[src/rtl/irq_unit_pkg.sv]
package irq_unit_pkg;

    // ----------------------------------------
    // Sizes
    // ----------------------------------------
    localparam int NUM_SRC = 8;
    localparam int ADDR_W  = 8;
    localparam int DATA_W  = 8;
    localparam int WAKE_W  = 8;
    localparam int PC_W    = 16;
    localparam int CNT_W   = 3;

    // ----------------------------------------
    // Addresses and vectors
    // ----------------------------------------
    localparam logic [PC_W-1:0] SERVICE_ADDR = 16'h00ff;
    localparam logic [7:0]      VEC_TRAP     = 8'hfe;
    localparam logic [7:0]      VEC_DEFAULT  = 8'he0;
    // Index 0 is highest rank; index 7 is the wakeup port group
    localparam logic [8*NUM_SRC-1:0] SRC_VEC = {8'he2, 8'hea, 8'hf0, 8'hf2, 8'hf4, 8'hf6, 8'hf8, 8'hfa};

    // ----------------------------------------
    // Register map
    // ----------------------------------------
    localparam logic [ADDR_W-1:0] REG_PEND  = 8'h00;
    localparam logic [ADDR_W-1:0] REG_EN    = 8'h01;
    localparam logic [ADDR_W-1:0] REG_PSW   = 8'h02;
    localparam logic [ADDR_W-1:0] REG_WAKEUP_PENDING_FLAGS = 8'h03;
    localparam logic [ADDR_W-1:0] REG_WKEN  = 8'h04;
    localparam int                PSW_GIE   = 0;
    localparam int                PSW_NMI   = 1;
    localparam int                PSW_TRAP  = 2;
    localparam logic [DATA_W-1:0] REG_RST   = 8'h00;

    // ----------------------------------------
    // Timing
    // ----------------------------------------
    localparam int ACK_INSTR_CYCLES = 7;

    // ----------------------------------------
    // Types
    // ----------------------------------------
    typedef enum logic [1:0] {
        ST_IDLE = 2'b00,
        ST_ACK  = 2'b01
    } ack_state_t;

    typedef struct packed {
        logic            instr_start;
        logic            instr_tick;
        logic            trap_instr;
        logic            vis_exec;
        logic            return_from_irq_exec;
        logic [PC_W-1:0] next_pc;
    } seq_req_t;

    typedef struct packed {
        logic            take;
        logic            push;
        logic [PC_W-1:0] push_addr;
        logic            pc_load;
        logic [PC_W-1:0] pc_addr;
        logic            vis_valid;
        logic [7:0]      vis_low;
        logic            pop;
    } seq_rsp_t;

endpackage

[src/rtl/vectored_interrupt_unit.sv]
// What this block does
// Every acknowledgment ends by loading the program counter with 00FF.
// Software trap ranks highest; the default vector-select entry ranks lowest.
// Eight maskable inputs have fixed ranks and fixed vectors.
// All sources but the trap are maskable, each with enable and pending.
// A pending flag sets on its event and holds until software clears it.
// Maskable request needs enable, global enable, no trap routine, instruction start.
// Simultaneous qualifiers: highest rank served, others stay pending.
// Reset clears all pending flags, enables and the global enable.
// Enabling a source already pending triggers at once.
// Software clears a stale pending flag before enabling its source.
// A maskable source is active when enabled and pending.
// Requests are taken at the next instruction start, after any skip.
// Acknowledgment clears the global enable first.
// Acknowledgment pushes the address of the next instruction.
// The whole acknowledgment takes seven instruction cycles.
// Software writing global enable to one in a routine permits nesting.
// Return-from-interrupt sets global enable and pops the saved address.
// Remaining pending requests are served straight after a return.
// Service routines clear their pending flag early.
// Pending flags and enables are readable and writable registers.
// Vector select yields an even E0..FE byte for the top active source.
// With nothing active, vector select yields the lowest vector.
// Wakeup port group enable gates the wakeup pending flags.
// A trap-in-progress flag sets on trap acknowledgment, clears on its return.
`timescale 1ns/10ps
`default_nettype none

module vectored_interrupt_unit
#(
    parameter int ACK_CYCLES = irq_unit_pkg::ACK_INSTR_CYCLES
)
(
    // Clock and reset
    input  wire logic                              clk_sys,
    input  wire logic                              rst,
    // Instruction sequencer
    input  wire irq_unit_pkg::seq_req_t            seq_req,
    output var  irq_unit_pkg::seq_rsp_t            seq_rsp,
    // Peripheral sources, one-cycle pulses
    input  wire logic [irq_unit_pkg::NUM_SRC-2:0]  src_evt,
    input  wire logic [irq_unit_pkg::WAKE_W-1:0]   wake_edge,
    // Register port
    input  wire logic [irq_unit_pkg::ADDR_W-1:0]   reg_addr,
    input  wire logic [irq_unit_pkg::DATA_W-1:0]   reg_wdata,
    input  wire logic                              reg_wr,
    input  wire logic                              reg_rd,
    output var  logic [irq_unit_pkg::DATA_W-1:0]   reg_rdata
);

    localparam int NF = irq_unit_pkg::NUM_SRC - 1;

    // ----------------------------------------
    // Elaboration checks
    // ----------------------------------------
    // Vector table and register layout are built for exactly eight sources
    if (irq_unit_pkg::NUM_SRC != 8)
    begin : g_bad_src
        $error("vectored_interrupt_unit: source count must be 8");
    end
    if (ACK_CYCLES < 1 || ACK_CYCLES > (1 << irq_unit_pkg::CNT_W))
    begin : g_bad_ack
        $error("vectored_interrupt_unit: ACK_CYCLES out of range");
    end

    // ----------------------------------------
    // State
    // ----------------------------------------
    logic [NF-1:0]                          pend_ff;
    logic [NF-1:0]                          en_ff;
    logic                                   wakeup_port_irq_enable_ff;
    logic                                   gie_ff;
    logic                                   nmi_busy_ff;
    logic                                   trap_pend_ff;
    logic [irq_unit_pkg::WAKE_W-1:0]        wakeup_pending_flags_ff;
    logic [irq_unit_pkg::WAKE_W-1:0]        wken_ff;
    irq_unit_pkg::ack_state_t               state_ff;
    logic [irq_unit_pkg::CNT_W-1:0]         cnt_ff;
    irq_unit_pkg::seq_rsp_t                 rsp_ff;
    logic [irq_unit_pkg::DATA_W-1:0]        rdata_ff;

    logic [NF-1:0]                          nxt_pend;
    logic [NF-1:0]                          nxt_en;
    logic                                   nxt_wakeup_port_irq_enable;
    logic                                   nxt_gie;
    logic                                   nxt_nmi_busy;
    logic                                   nxt_trap_pend;
    logic [irq_unit_pkg::WAKE_W-1:0]        nxt_wakeup_pending_flags;
    logic [irq_unit_pkg::WAKE_W-1:0]        nxt_wken;
    irq_unit_pkg::ack_state_t               nxt_state;
    logic [irq_unit_pkg::CNT_W-1:0]         nxt_cnt;
    irq_unit_pkg::seq_rsp_t                 nxt_rsp;
    logic [irq_unit_pkg::DATA_W-1:0]        nxt_rdata;

    // ----------------------------------------
    // Register decode
    // ----------------------------------------
    wire logic wr_pend  = reg_wr && (reg_addr == irq_unit_pkg::REG_PEND);
    wire logic wr_en    = reg_wr && (reg_addr == irq_unit_pkg::REG_EN);
    wire logic wr_psw   = reg_wr && (reg_addr == irq_unit_pkg::REG_PSW);
    wire logic wr_wakeup_pending_flags = reg_wr && (reg_addr == irq_unit_pkg::REG_WAKEUP_PENDING_FLAGS);
    wire logic wr_wken  = reg_wr && (reg_addr == irq_unit_pkg::REG_WKEN);

    // ----------------------------------------
    // Arbitration
    // ----------------------------------------
    // Wakeup group has no flag of its own; its pending bits stand in
    wire logic                              portl_active = wakeup_port_irq_enable_ff && |(wakeup_pending_flags_ff & wken_ff);
    wire logic [irq_unit_pkg::NUM_SRC-1:0]  active       = {portl_active, pend_ff & en_ff};
    wire logic                              trap_go      = trap_pend_ff && !nmi_busy_ff;
    wire logic                              mask_go      = (|active) && gie_ff && !nmi_busy_ff;
    wire logic                              idle         = (state_ff == irq_unit_pkg::ST_IDLE);
    // Sequencer raises instr_start only once any skip is done
    wire logic                              ack_start    = idle && seq_req.instr_start && (trap_go || mask_go);
    wire logic                              ack_tick     = (state_ff == irq_unit_pkg::ST_ACK) && seq_req.instr_tick;
    wire logic                              ack_last     = ack_tick
                                                         && (cnt_ff == irq_unit_pkg::CNT_W'(ACK_CYCLES - 1));
    wire logic                              trap_return_from_irq    = seq_req.return_from_irq_exec && nmi_busy_ff;

    // Scan from lowest rank upward so the highest rank wins
    function automatic logic [7:0] pick_vec(input logic [irq_unit_pkg::NUM_SRC-1:0] act);
        logic [7:0] v;
        v = irq_unit_pkg::VEC_DEFAULT;
        for (int i = irq_unit_pkg::NUM_SRC - 1; i >= 0; i--)
        begin
            if (act[i])
            begin
                v = irq_unit_pkg::SRC_VEC[8*i +: 8];
            end
        end
        return v;
    endfunction

    wire logic [7:0] vis_vec = trap_pend_ff ? irq_unit_pkg::VEC_TRAP : pick_vec(active);

    // ----------------------------------------
    // Flags and enables
    // ----------------------------------------
    // Hardware set wins over a software write in the same cycle
    assign nxt_pend  = (wr_pend ? reg_wdata[NF-1:0] : pend_ff) | src_evt;
    assign nxt_en    = wr_en ? reg_wdata[NF-1:0] : en_ff;
    assign nxt_wakeup_port_irq_enable  = wr_en ? reg_wdata[NF] : wakeup_port_irq_enable_ff;
    assign nxt_wakeup_pending_flags = (wr_wakeup_pending_flags ? reg_wdata : wakeup_pending_flags_ff) | wake_edge;
    assign nxt_wken  = wr_wken ? reg_wdata : wken_ff;

    // Acknowledgment outranks a return or write in the same cycle
    assign nxt_gie = ack_start              ? 1'b0 :
                     seq_req.return_from_irq_exec      ? 1'b1 :
                     wr_psw                 ? reg_wdata[irq_unit_pkg::PSW_GIE] :
                                              gie_ff;

    // Trap flag held through its routine so vector select still reports it
    assign nxt_trap_pend = seq_req.trap_instr || (trap_pend_ff && !trap_return_from_irq);
    assign nxt_nmi_busy  = (ack_start && trap_go) || (nmi_busy_ff && !seq_req.return_from_irq_exec);

    // ----------------------------------------
    // Acknowledge sequence
    // ----------------------------------------
    always_comb
    begin
        nxt_state = state_ff;
        nxt_cnt   = cnt_ff;
        case (state_ff)
            irq_unit_pkg::ST_IDLE:
            begin
                nxt_cnt = '0;
                if (ack_start)
                begin
                    nxt_state = irq_unit_pkg::ST_ACK;
                end
            end
            irq_unit_pkg::ST_ACK:
            begin
                if (ack_last)
                begin
                    nxt_state = irq_unit_pkg::ST_IDLE;
                    nxt_cnt   = '0;
                end
                else if (ack_tick)
                begin
                    nxt_cnt = cnt_ff + 1'b1;
                end
            end
            default:
            begin
                nxt_state = irq_unit_pkg::ST_IDLE;
                nxt_cnt   = '0;
            end
        endcase
    end

    always_comb
    begin
        nxt_rsp           = rsp_ff;
        nxt_rsp.take      = (nxt_state == irq_unit_pkg::ST_ACK);
        nxt_rsp.push      = ack_start;
        nxt_rsp.pc_load   = ack_last;
        nxt_rsp.pc_addr   = irq_unit_pkg::SERVICE_ADDR;
        nxt_rsp.vis_valid = seq_req.vis_exec;
        nxt_rsp.pop       = seq_req.return_from_irq_exec;
        if (ack_start)
        begin
            nxt_rsp.push_addr = seq_req.next_pc;
        end
        if (seq_req.vis_exec)
        begin
            nxt_rsp.vis_low = vis_vec;
        end
    end

    // ----------------------------------------
    // Read mux
    // ----------------------------------------
    // Unmapped reads return zero; read data holds only one cycle
    always_comb
    begin
        nxt_rdata = irq_unit_pkg::REG_RST;
        if (reg_rd)
        begin
            case (reg_addr)
                irq_unit_pkg::REG_PEND:  nxt_rdata = {|wakeup_pending_flags_ff, pend_ff};
                irq_unit_pkg::REG_EN:    nxt_rdata = {wakeup_port_irq_enable_ff, en_ff};
                irq_unit_pkg::REG_PSW:
                begin
                    nxt_rdata[irq_unit_pkg::PSW_GIE]  = gie_ff;
                    nxt_rdata[irq_unit_pkg::PSW_NMI]  = nmi_busy_ff;
                    nxt_rdata[irq_unit_pkg::PSW_TRAP] = trap_pend_ff;
                end
                irq_unit_pkg::REG_WAKEUP_PENDING_FLAGS: nxt_rdata = wakeup_pending_flags_ff;
                irq_unit_pkg::REG_WKEN:  nxt_rdata = wken_ff;
                default:                 nxt_rdata = irq_unit_pkg::REG_RST;
            endcase
        end
    end

    // ----------------------------------------
    // Registers
    // ----------------------------------------
    always_ff @(posedge clk_sys)
    begin
        if (rst)
        begin
            pend_ff <= '0;
        end
        else
        begin
            pend_ff <= nxt_pend;
        end
    end

    always_ff @(posedge clk_sys)
    begin
        if (rst)
        begin
            en_ff <= '0;
        end
        else
        begin
            en_ff <= nxt_en;
        end
    end

    always_ff @(posedge clk_sys)
    begin
        if (rst)
        begin
            wakeup_port_irq_enable_ff <= 1'b0;
        end
        else
        begin
            wakeup_port_irq_enable_ff <= nxt_wakeup_port_irq_enable;
        end
    end

    always_ff @(posedge clk_sys)
    begin
        if (rst)
        begin
            gie_ff <= 1'b0;
        end
        else
        begin
            gie_ff <= nxt_gie;
        end
    end

    always_ff @(posedge clk_sys)
    begin
        if (rst)
        begin
            nmi_busy_ff <= 1'b0;
        end
        else
        begin
            nmi_busy_ff <= nxt_nmi_busy;
        end
    end

    always_ff @(posedge clk_sys)
    begin
        if (rst)
        begin
            trap_pend_ff <= 1'b0;
        end
        else
        begin
            trap_pend_ff <= nxt_trap_pend;
        end
    end

    always_ff @(posedge clk_sys)
    begin
        if (rst)
        begin
            wakeup_pending_flags_ff <= '0;
        end
        else
        begin
            wakeup_pending_flags_ff <= nxt_wakeup_pending_flags;
        end
    end

    always_ff @(posedge clk_sys)
    begin
        if (rst)
        begin
            wken_ff <= '0;
        end
        else
        begin
            wken_ff <= nxt_wken;
        end
    end

    always_ff @(posedge clk_sys)
    begin
        if (rst)
        begin
            state_ff <= irq_unit_pkg::ST_IDLE;
        end
        else
        begin
            state_ff <= nxt_state;
        end
    end

    always_ff @(posedge clk_sys)
    begin
        if (rst)
        begin
            cnt_ff <= '0;
        end
        else
        begin
            cnt_ff <= nxt_cnt;
        end
    end

    always_ff @(posedge clk_sys)
    begin
        if (rst)
        begin
            rsp_ff <= '0;
        end
        else
        begin
            rsp_ff <= nxt_rsp;
        end
    end

    always_ff @(posedge clk_sys)
    begin
        if (rst)
        begin
            rdata_ff <= irq_unit_pkg::REG_RST;
        end
        else
        begin
            rdata_ff <= nxt_rdata;
        end
    end

    assign seq_rsp   = rsp_ff;
    assign reg_rdata = rdata_ff;

endmodule

`default_nettype wire
[config.mk]
export PLATFORM = sky130hd
export DESIGN_NAME = vectored_interrupt_unit
export DESIGN_NICKNAME = d
export VERILOG_FILES = /design/src/rtl/irq_unit_pkg.sv /design/src/rtl/vectored_interrupt_unit.sv
export SDC_FILE = /design/constraint.sdc
export NUM_CORES = 1
export LEC_CHECK = 0
export BUFFER_PORTS_ARGS = -buffer_cell sky130_fd_sc_hd__buf_2
export CAP_MARGIN = 0
export CORE_MARGIN = 2
export CORE_UTILIZATION = 55
export DETAILED_ROUTE_END_ITERATION = 12
export GPL_ROUTABILITY_DRIVEN = 1
export PLACE_DENSITY_LB_ADDON = 0.3
export SLEW_MARGIN = 20
export SYNTH_ARGS = -nofsm -noshare
export SYNTH_HDL_FRONTEND = slang
export SYNTH_SLANG_ARGS = --single-unit
export TNS_END_PERCENT = 30
[constraint.sdc]
create_clock -name clk_sys -period 4 [get_ports clk_sys]
set_clock_uncertainty 0.1 [all_clocks]
set_input_delay 0.8 -clock clk_sys [delete_from_list [all_inputs] [get_ports clk_sys]]
set_output_delay 0.8 -clock clk_sys [all_outputs]
set_load 0.05 [all_outputs]
# Word-level counts from Yosys, hierarchy flattened
# Cells that the tools add are included.
[classes] eq_ne=7 reduce_logical=32 mux=20 bitwise=6 addsub=1
[op_table] cell="$mux 8" count=10
[op_table] cell="$reduce_or 8->1" count=3
[op_table] cell="$pmux 5 s4" count=1
[op_table] cell="$mux 18" count=1
[op_table] cell="$logic_and 1x1->1" count=17
[op_table] cell="$eq 8x2->1 const B" count=2
[op_table] cell="$pmux 3 s5" count=1
[op_table] cell="$and 8x8->8" count=1
[op_table] cell="$eq 8x1->1 const B" count=1
[op_table] cell="$eq 8x3->1 const B" count=1
[op_table] cell="$logic_not 8->1" count=1
[op_table] cell="$or 8x8->8" count=1
[op_table] cell="$and 7x7->7" count=1
[op_table] cell="$mux 7" count=1
[op_table] cell="$or 7x7->7" count=1
[op_table] cell="$mux 2" count=3
[op_table] cell="$eq 2x1->1 const B" count=2
[op_table] cell="$pmux 2 s2" count=1
[op_table] cell="$reduce_or 2->1" count=2
[op_table] cell="$add 3x1->3 const B" count=1
[op_table] cell="$eq 3x3->1 const B" count=1
[op_table] cell="$logic_not 1->1" count=3
[op_table] cell="$logic_or 1x1->1" count=3
[op_table] cell="$reduce_or 3->1" count=1
[op_table] cell="4 further kinds" count=6
[totals] in_bits=56 elab_cells=85 output_inout_bits=53 regBits=92

# Depth between registers and ports, before layout
[logic_depth] ltp_word=14 depth_mapped=7 depth_no_buf=7

# Worst setup path after synthesis
# OpenSTA, ideal clock, no wires.
[synth_path] kind="input port to flip-flop" from="input port reg_addr[3] (netlist name)" to="register pend_ff[4]" arrival_time_ps=2189 setup_ps=143 t_required_ps=3757 path_stages=6 path_buffers=1 path_slack_ps=1568 cell_sequence="or4_4 nor3_4 nand3_2 buf_6 nor3_2 a211oi_2"
[synth_via] elab_chain_len=4
[synth_lines] element="from (decl)" line_no="vectored_interrupt_unit.sv:44" rtl="input wire logic [irq_unit_pkg::ADDR_W-1:0] reg_addr,"
[synth_lines] element="$logic_not 8->1" line_no="vectored_interrupt_unit.sv:98" rtl="wire logic wr_pend = reg_wr && (reg_addr == irq_unit_pkg::REG_PEND);"
[synth_lines] element="$logic_and 1x1->1" line_no="vectored_interrupt_unit.sv:98"
[synth_lines] element="$mux 7" line_no="vectored_interrupt_unit.sv:140" rtl="assign nxt_pend = (wr_pend ? reg_wdata[NF-1:0] : pend_ff) | src_evt;"
[synth_lines] element="$or 7x7->7" line_no="vectored_interrupt_unit.sv:140"
[synth_lines] element="to (signal assigned)" line_no="vectored_interrupt_unit.sv:247" rtl="pend_ff <= nxt_pend;"
[synth_lines] element="to (decl)" line_no="vectored_interrupt_unit.sv:69" rtl="logic [NF-1:0] pend_ff;"
# Every way passes these cells.
# A chain may end at the register's enable or synchronous reset.

# Final worst setup path
[layout_path] from="input port reg_addr[3] (netlist name)" to="register pend_ff[2]"
# The elaborated chain is that of the path after synthesis.

==> results.toml <==
[power_and_ir_drop]
p_leak_nw = 1.644
power_mw = 1.524
ir_worst_vdd_uv = 223.3
p_per_area_nw_per_um2 = 377.3

[layout]
n_antenna_cell = 0
drive_gt1_share_pct = 32.69
seqCellArea_um2 = 1481
syn2layout_area_growth_pct = 18.54
nFillCells = 527
multiInputGateArea_um2 = 1717
final_cell_area_um2 = 4040
fin_nets = 521

[routing]
ant_nets = 0
viasPerCell = 5.621
drt_iter0_markers = 272
vias = 3052
wire_per_inst_um = 14.74
drcViolationCount = 0
finalWirelength_um = 8006
dr.pass1.iters = 7

[synthesis]
synth_area_leaders = "dfxtp_1, nand2_1, mux2i_1"
synthArstFlopShare_pct = 0
yosysTopAreaCell = "dfxtp_1"
synthCells = 377
yosysSeqAreaShare_pct = 43.47
avgSynthCellArea_um2 = 9.041
synth_edf_count = 0
syn_area_um2 = 3408
yosys.cell_types.count = 52
ys.flop_type = "dfxtp_1"
synth_top_area_share_pct = 43.47
yosysWarnings = 0
ys_seq_elements = 74

[placement]
place_area_um2 = 3847
io_buffers = 99
dpl.hpwl_um = 5877
place.gp.congestion = 0.9499

[worst_hold_path]
hold_path_end = "seq_rsp[39]"
min_path_cells = 2
worstHoldStart = "seq_rsp[39]"
hp-class = "register to register"

[clocking]
htree_levels = 3
ctsResizeCount = 0
post_cts_buffers = 0
clk_pin_slew_ns = 0.08
clock_sinks = 74
numCtsBuffers = 9
cts_buffer_depth = 2
insertion_delay_ns = 0.34
tritoncts = "yes"
ctsHoldBuffers = 0
root_buffer = "clkbuf_8"

[sta]
timing.hold.ws_ns = 0.3604
slew_headroom_pct = 59.00
rsz0062_at_grt = "no"
fmax_mhz = 392.2
hold_viol_final = 0
finalCriticalPeriod_ns = 2.550
tightestPinTransition_ns = 0.6143
setup-tns-final_ns = 0
post-route-period-util_pct = 63.74
setup_viol = 0
slew_viol_final = 0

[die]
start_util_pct = 57.23
pin_count = 109
die_x_um = 82.72
std_cell_rows = 28
die_h_um = 82.72
core_um2 = 5956
die-area_um2 = 6843

[grt]
met1_usage_pct = 32.97
groute.usage.overall_pct = 23.56
gr-usage-met3_pct = 5.326
overflow = 0
grt_pass1_wl_um = 12210
grt_util_met2_pct = 34.84
grt_pass1_vias = 2568
busiest_layer = "met2"
grt_max_degree = 42
antenna_found_initial = 0

[worst_setup_path]
r2r_slack_ns = 1.83
cp.required_ns = 4.10
worstPathMaxFanout = 14
arrival_ns = 2.65
rr_worst_depth = 6
max_stage_delay_ns = 0.58
critPathKind = "input pin to register"
timing.rr.start = "pend_ff[2]"
r2r-end = "seq_rsp[35]"
slowest_stage = "or4_4"
path_cells = "buf_2 -> or4_4 -> nor3_4 -> nand3_2 -> nor3_1 -> a211oi_2"
setup.worst_path.end_class = "register"
critPathLaunchType = "input pin"

[outcome]
status = "complete, no violations"

[run]
drv_cap = 0
-- report_power, final --
| part | switching, mW | leakage, nW | internal, mW |
|---|---|---|---|
| registers | 0.0220 | 0.604 | 0.756 |
| clock network | 0.273 | 0.0954 | 0.287 |
| logic | 0.128 | 0.945 | 0.0589 |
-- synth_stat cells, types with 2 or more instances --
library cell  instances
a21oi_1              21
a211oi_1              2
o32a_1                2
nand2_1              60
o21a_1                2
buf_6                 2
inv_1                 4
mux2i_1              19
nand3_1              21
nor2b_1               4
nor3_2                5
nor2_1               38
nor4_1                2
clkbuf_1             14
mux2_2                3
buf_2                 5
ha_1                  2
a222oi_1              5
a22oi_1               7
and2_1                3
nor3_1               10
dfxtp_1              74
nand2b_1              4
a22o_1                7
buf_4                18
a32oi_1               2
a211oi_2             15
a311oi_1              2
-- routing by layer --
metal,vias to the layer above,share of wire (%)
li1,1492,-
met1,1378,42
met2,165,45
met3,17,11
met4,0,1.6
met5,-,0
-- worst max-delay path, delay by kind of cell --
family	cells	cell delay, ns
AO/OA/AOI/OAI	1	0.08
buffers and inverters	1	0.10
AND/OR/NAND/NOR	4	1.67
-- cells by family (layout without fill, tap and decap cells) --
kind of cell             count (synthesis)  count (layout)  synth area share (%)
AO/OA/AOI/OAI                           72              72                 17.40
flip-flops                              74              74                 43.47
adder cells (fa/ha/maj)                  2               2                0.7341
XOR/XNOR                                 2               2                0.5140
other                                    1              10                0.1100
multiplexers                            22              22                 6.571
buffers and inverters                   43             125                 7.342
AND/OR/NAND/NOR                        161             161                 23.86
-- layout by cell type (no fill, tap or decap), types with 2 or more instances in the layout --
cell type | netlist | routed
nor3_2 | 5 | 5
a211oi_2 | 15 | 15
a22o_1 | 7 | 7
clkbuf_8 | 0 | 9
nand2b_1 | 4 | 4
nand3_1 | 21 | 21
dfxtp_1 | 74 | 74
mux2i_1 | 19 | 19
a311oi_1 | 2 | 2
buf_2 | 5 | 99
nand2_1 | 60 | 60
a32oi_1 | 2 | 2
ha_1 | 2 | 2
nor2b_1 | 4 | 4
buf_4 | 18 | 6
nor4_1 | 2 | 2
mux2_2 | 3 | 3
a222oi_1 | 5 | 5
clkinvlp_4 | 0 | 2
nor3_1 | 10 | 10
o32a_1 | 2 | 2
inv_1 | 4 | 4
a22oi_1 | 7 | 7
conb_1 | 1 | 10
a21oi_1 | 21 | 21
nor2_1 | 38 | 38
clkinv_2 | 0 | 3
o21a_1 | 2 | 2
a211oi_1 | 2 | 2
and2_1 | 3 | 3
-- worst max path at each step --
stage	startpoint	endpoint	slack, ns	depth (start not counted)
2_1_floorplan	reg_addr[3]	pend_ff[4]	1.57	6
3_3_place_gp	reg_addr[3]	pend_ff[0]	1.16	6
3_5_place_dp	reg_addr[3]	pend_ff[3]	1.12	6
4_1_cts	reg_addr[3]	pend_ff[0]	1.47	6
5_1_grt	reg_addr[3]	pend_ff[3]	1.36	6
6_report	reg_addr[3]	pend_ff[2]	1.45	6
-- area by class of cell --
class	count	area share [%]
Multi-Input combinational cell	269	42.49
Sequential cell	74	36.67
Timing Repair Buffer	105	13.38
Clock buffer	9	3.066
Tap cell	75	2.323
Clock inverter	7	1.703
Inverter	4	0.3716
-- per-stage QoR --
step / utilization (%) / worst slack [ns] / instances
2_1_floorplan: - / 1.568 / 386
3_3_place_gp: 64.60 / 1.156 / 527
3_5_place_dp: 64.60 / 1.119 / 527
4_1_cts: 67.84 / 1.470 / 543
5_1_grt: 67.84 / 1.359 / 543
6_report: 67.84 / 1.450 / 543
-- registers in the layout (all words and copies together), names as in the netlist --
register,count
wakeup_pending_flags_ff,8
seq_rsp,27
en_ff,7
reg_rdata,8
nmi_busy_ff,1
trap_pend_ff,1
state_ff,2
wken_ff,8
cnt_ff,3
pend_ff,7
gie_ff,1
wakeup_port_irq_enable_ff,1
(Power assumes the default switching activity.)
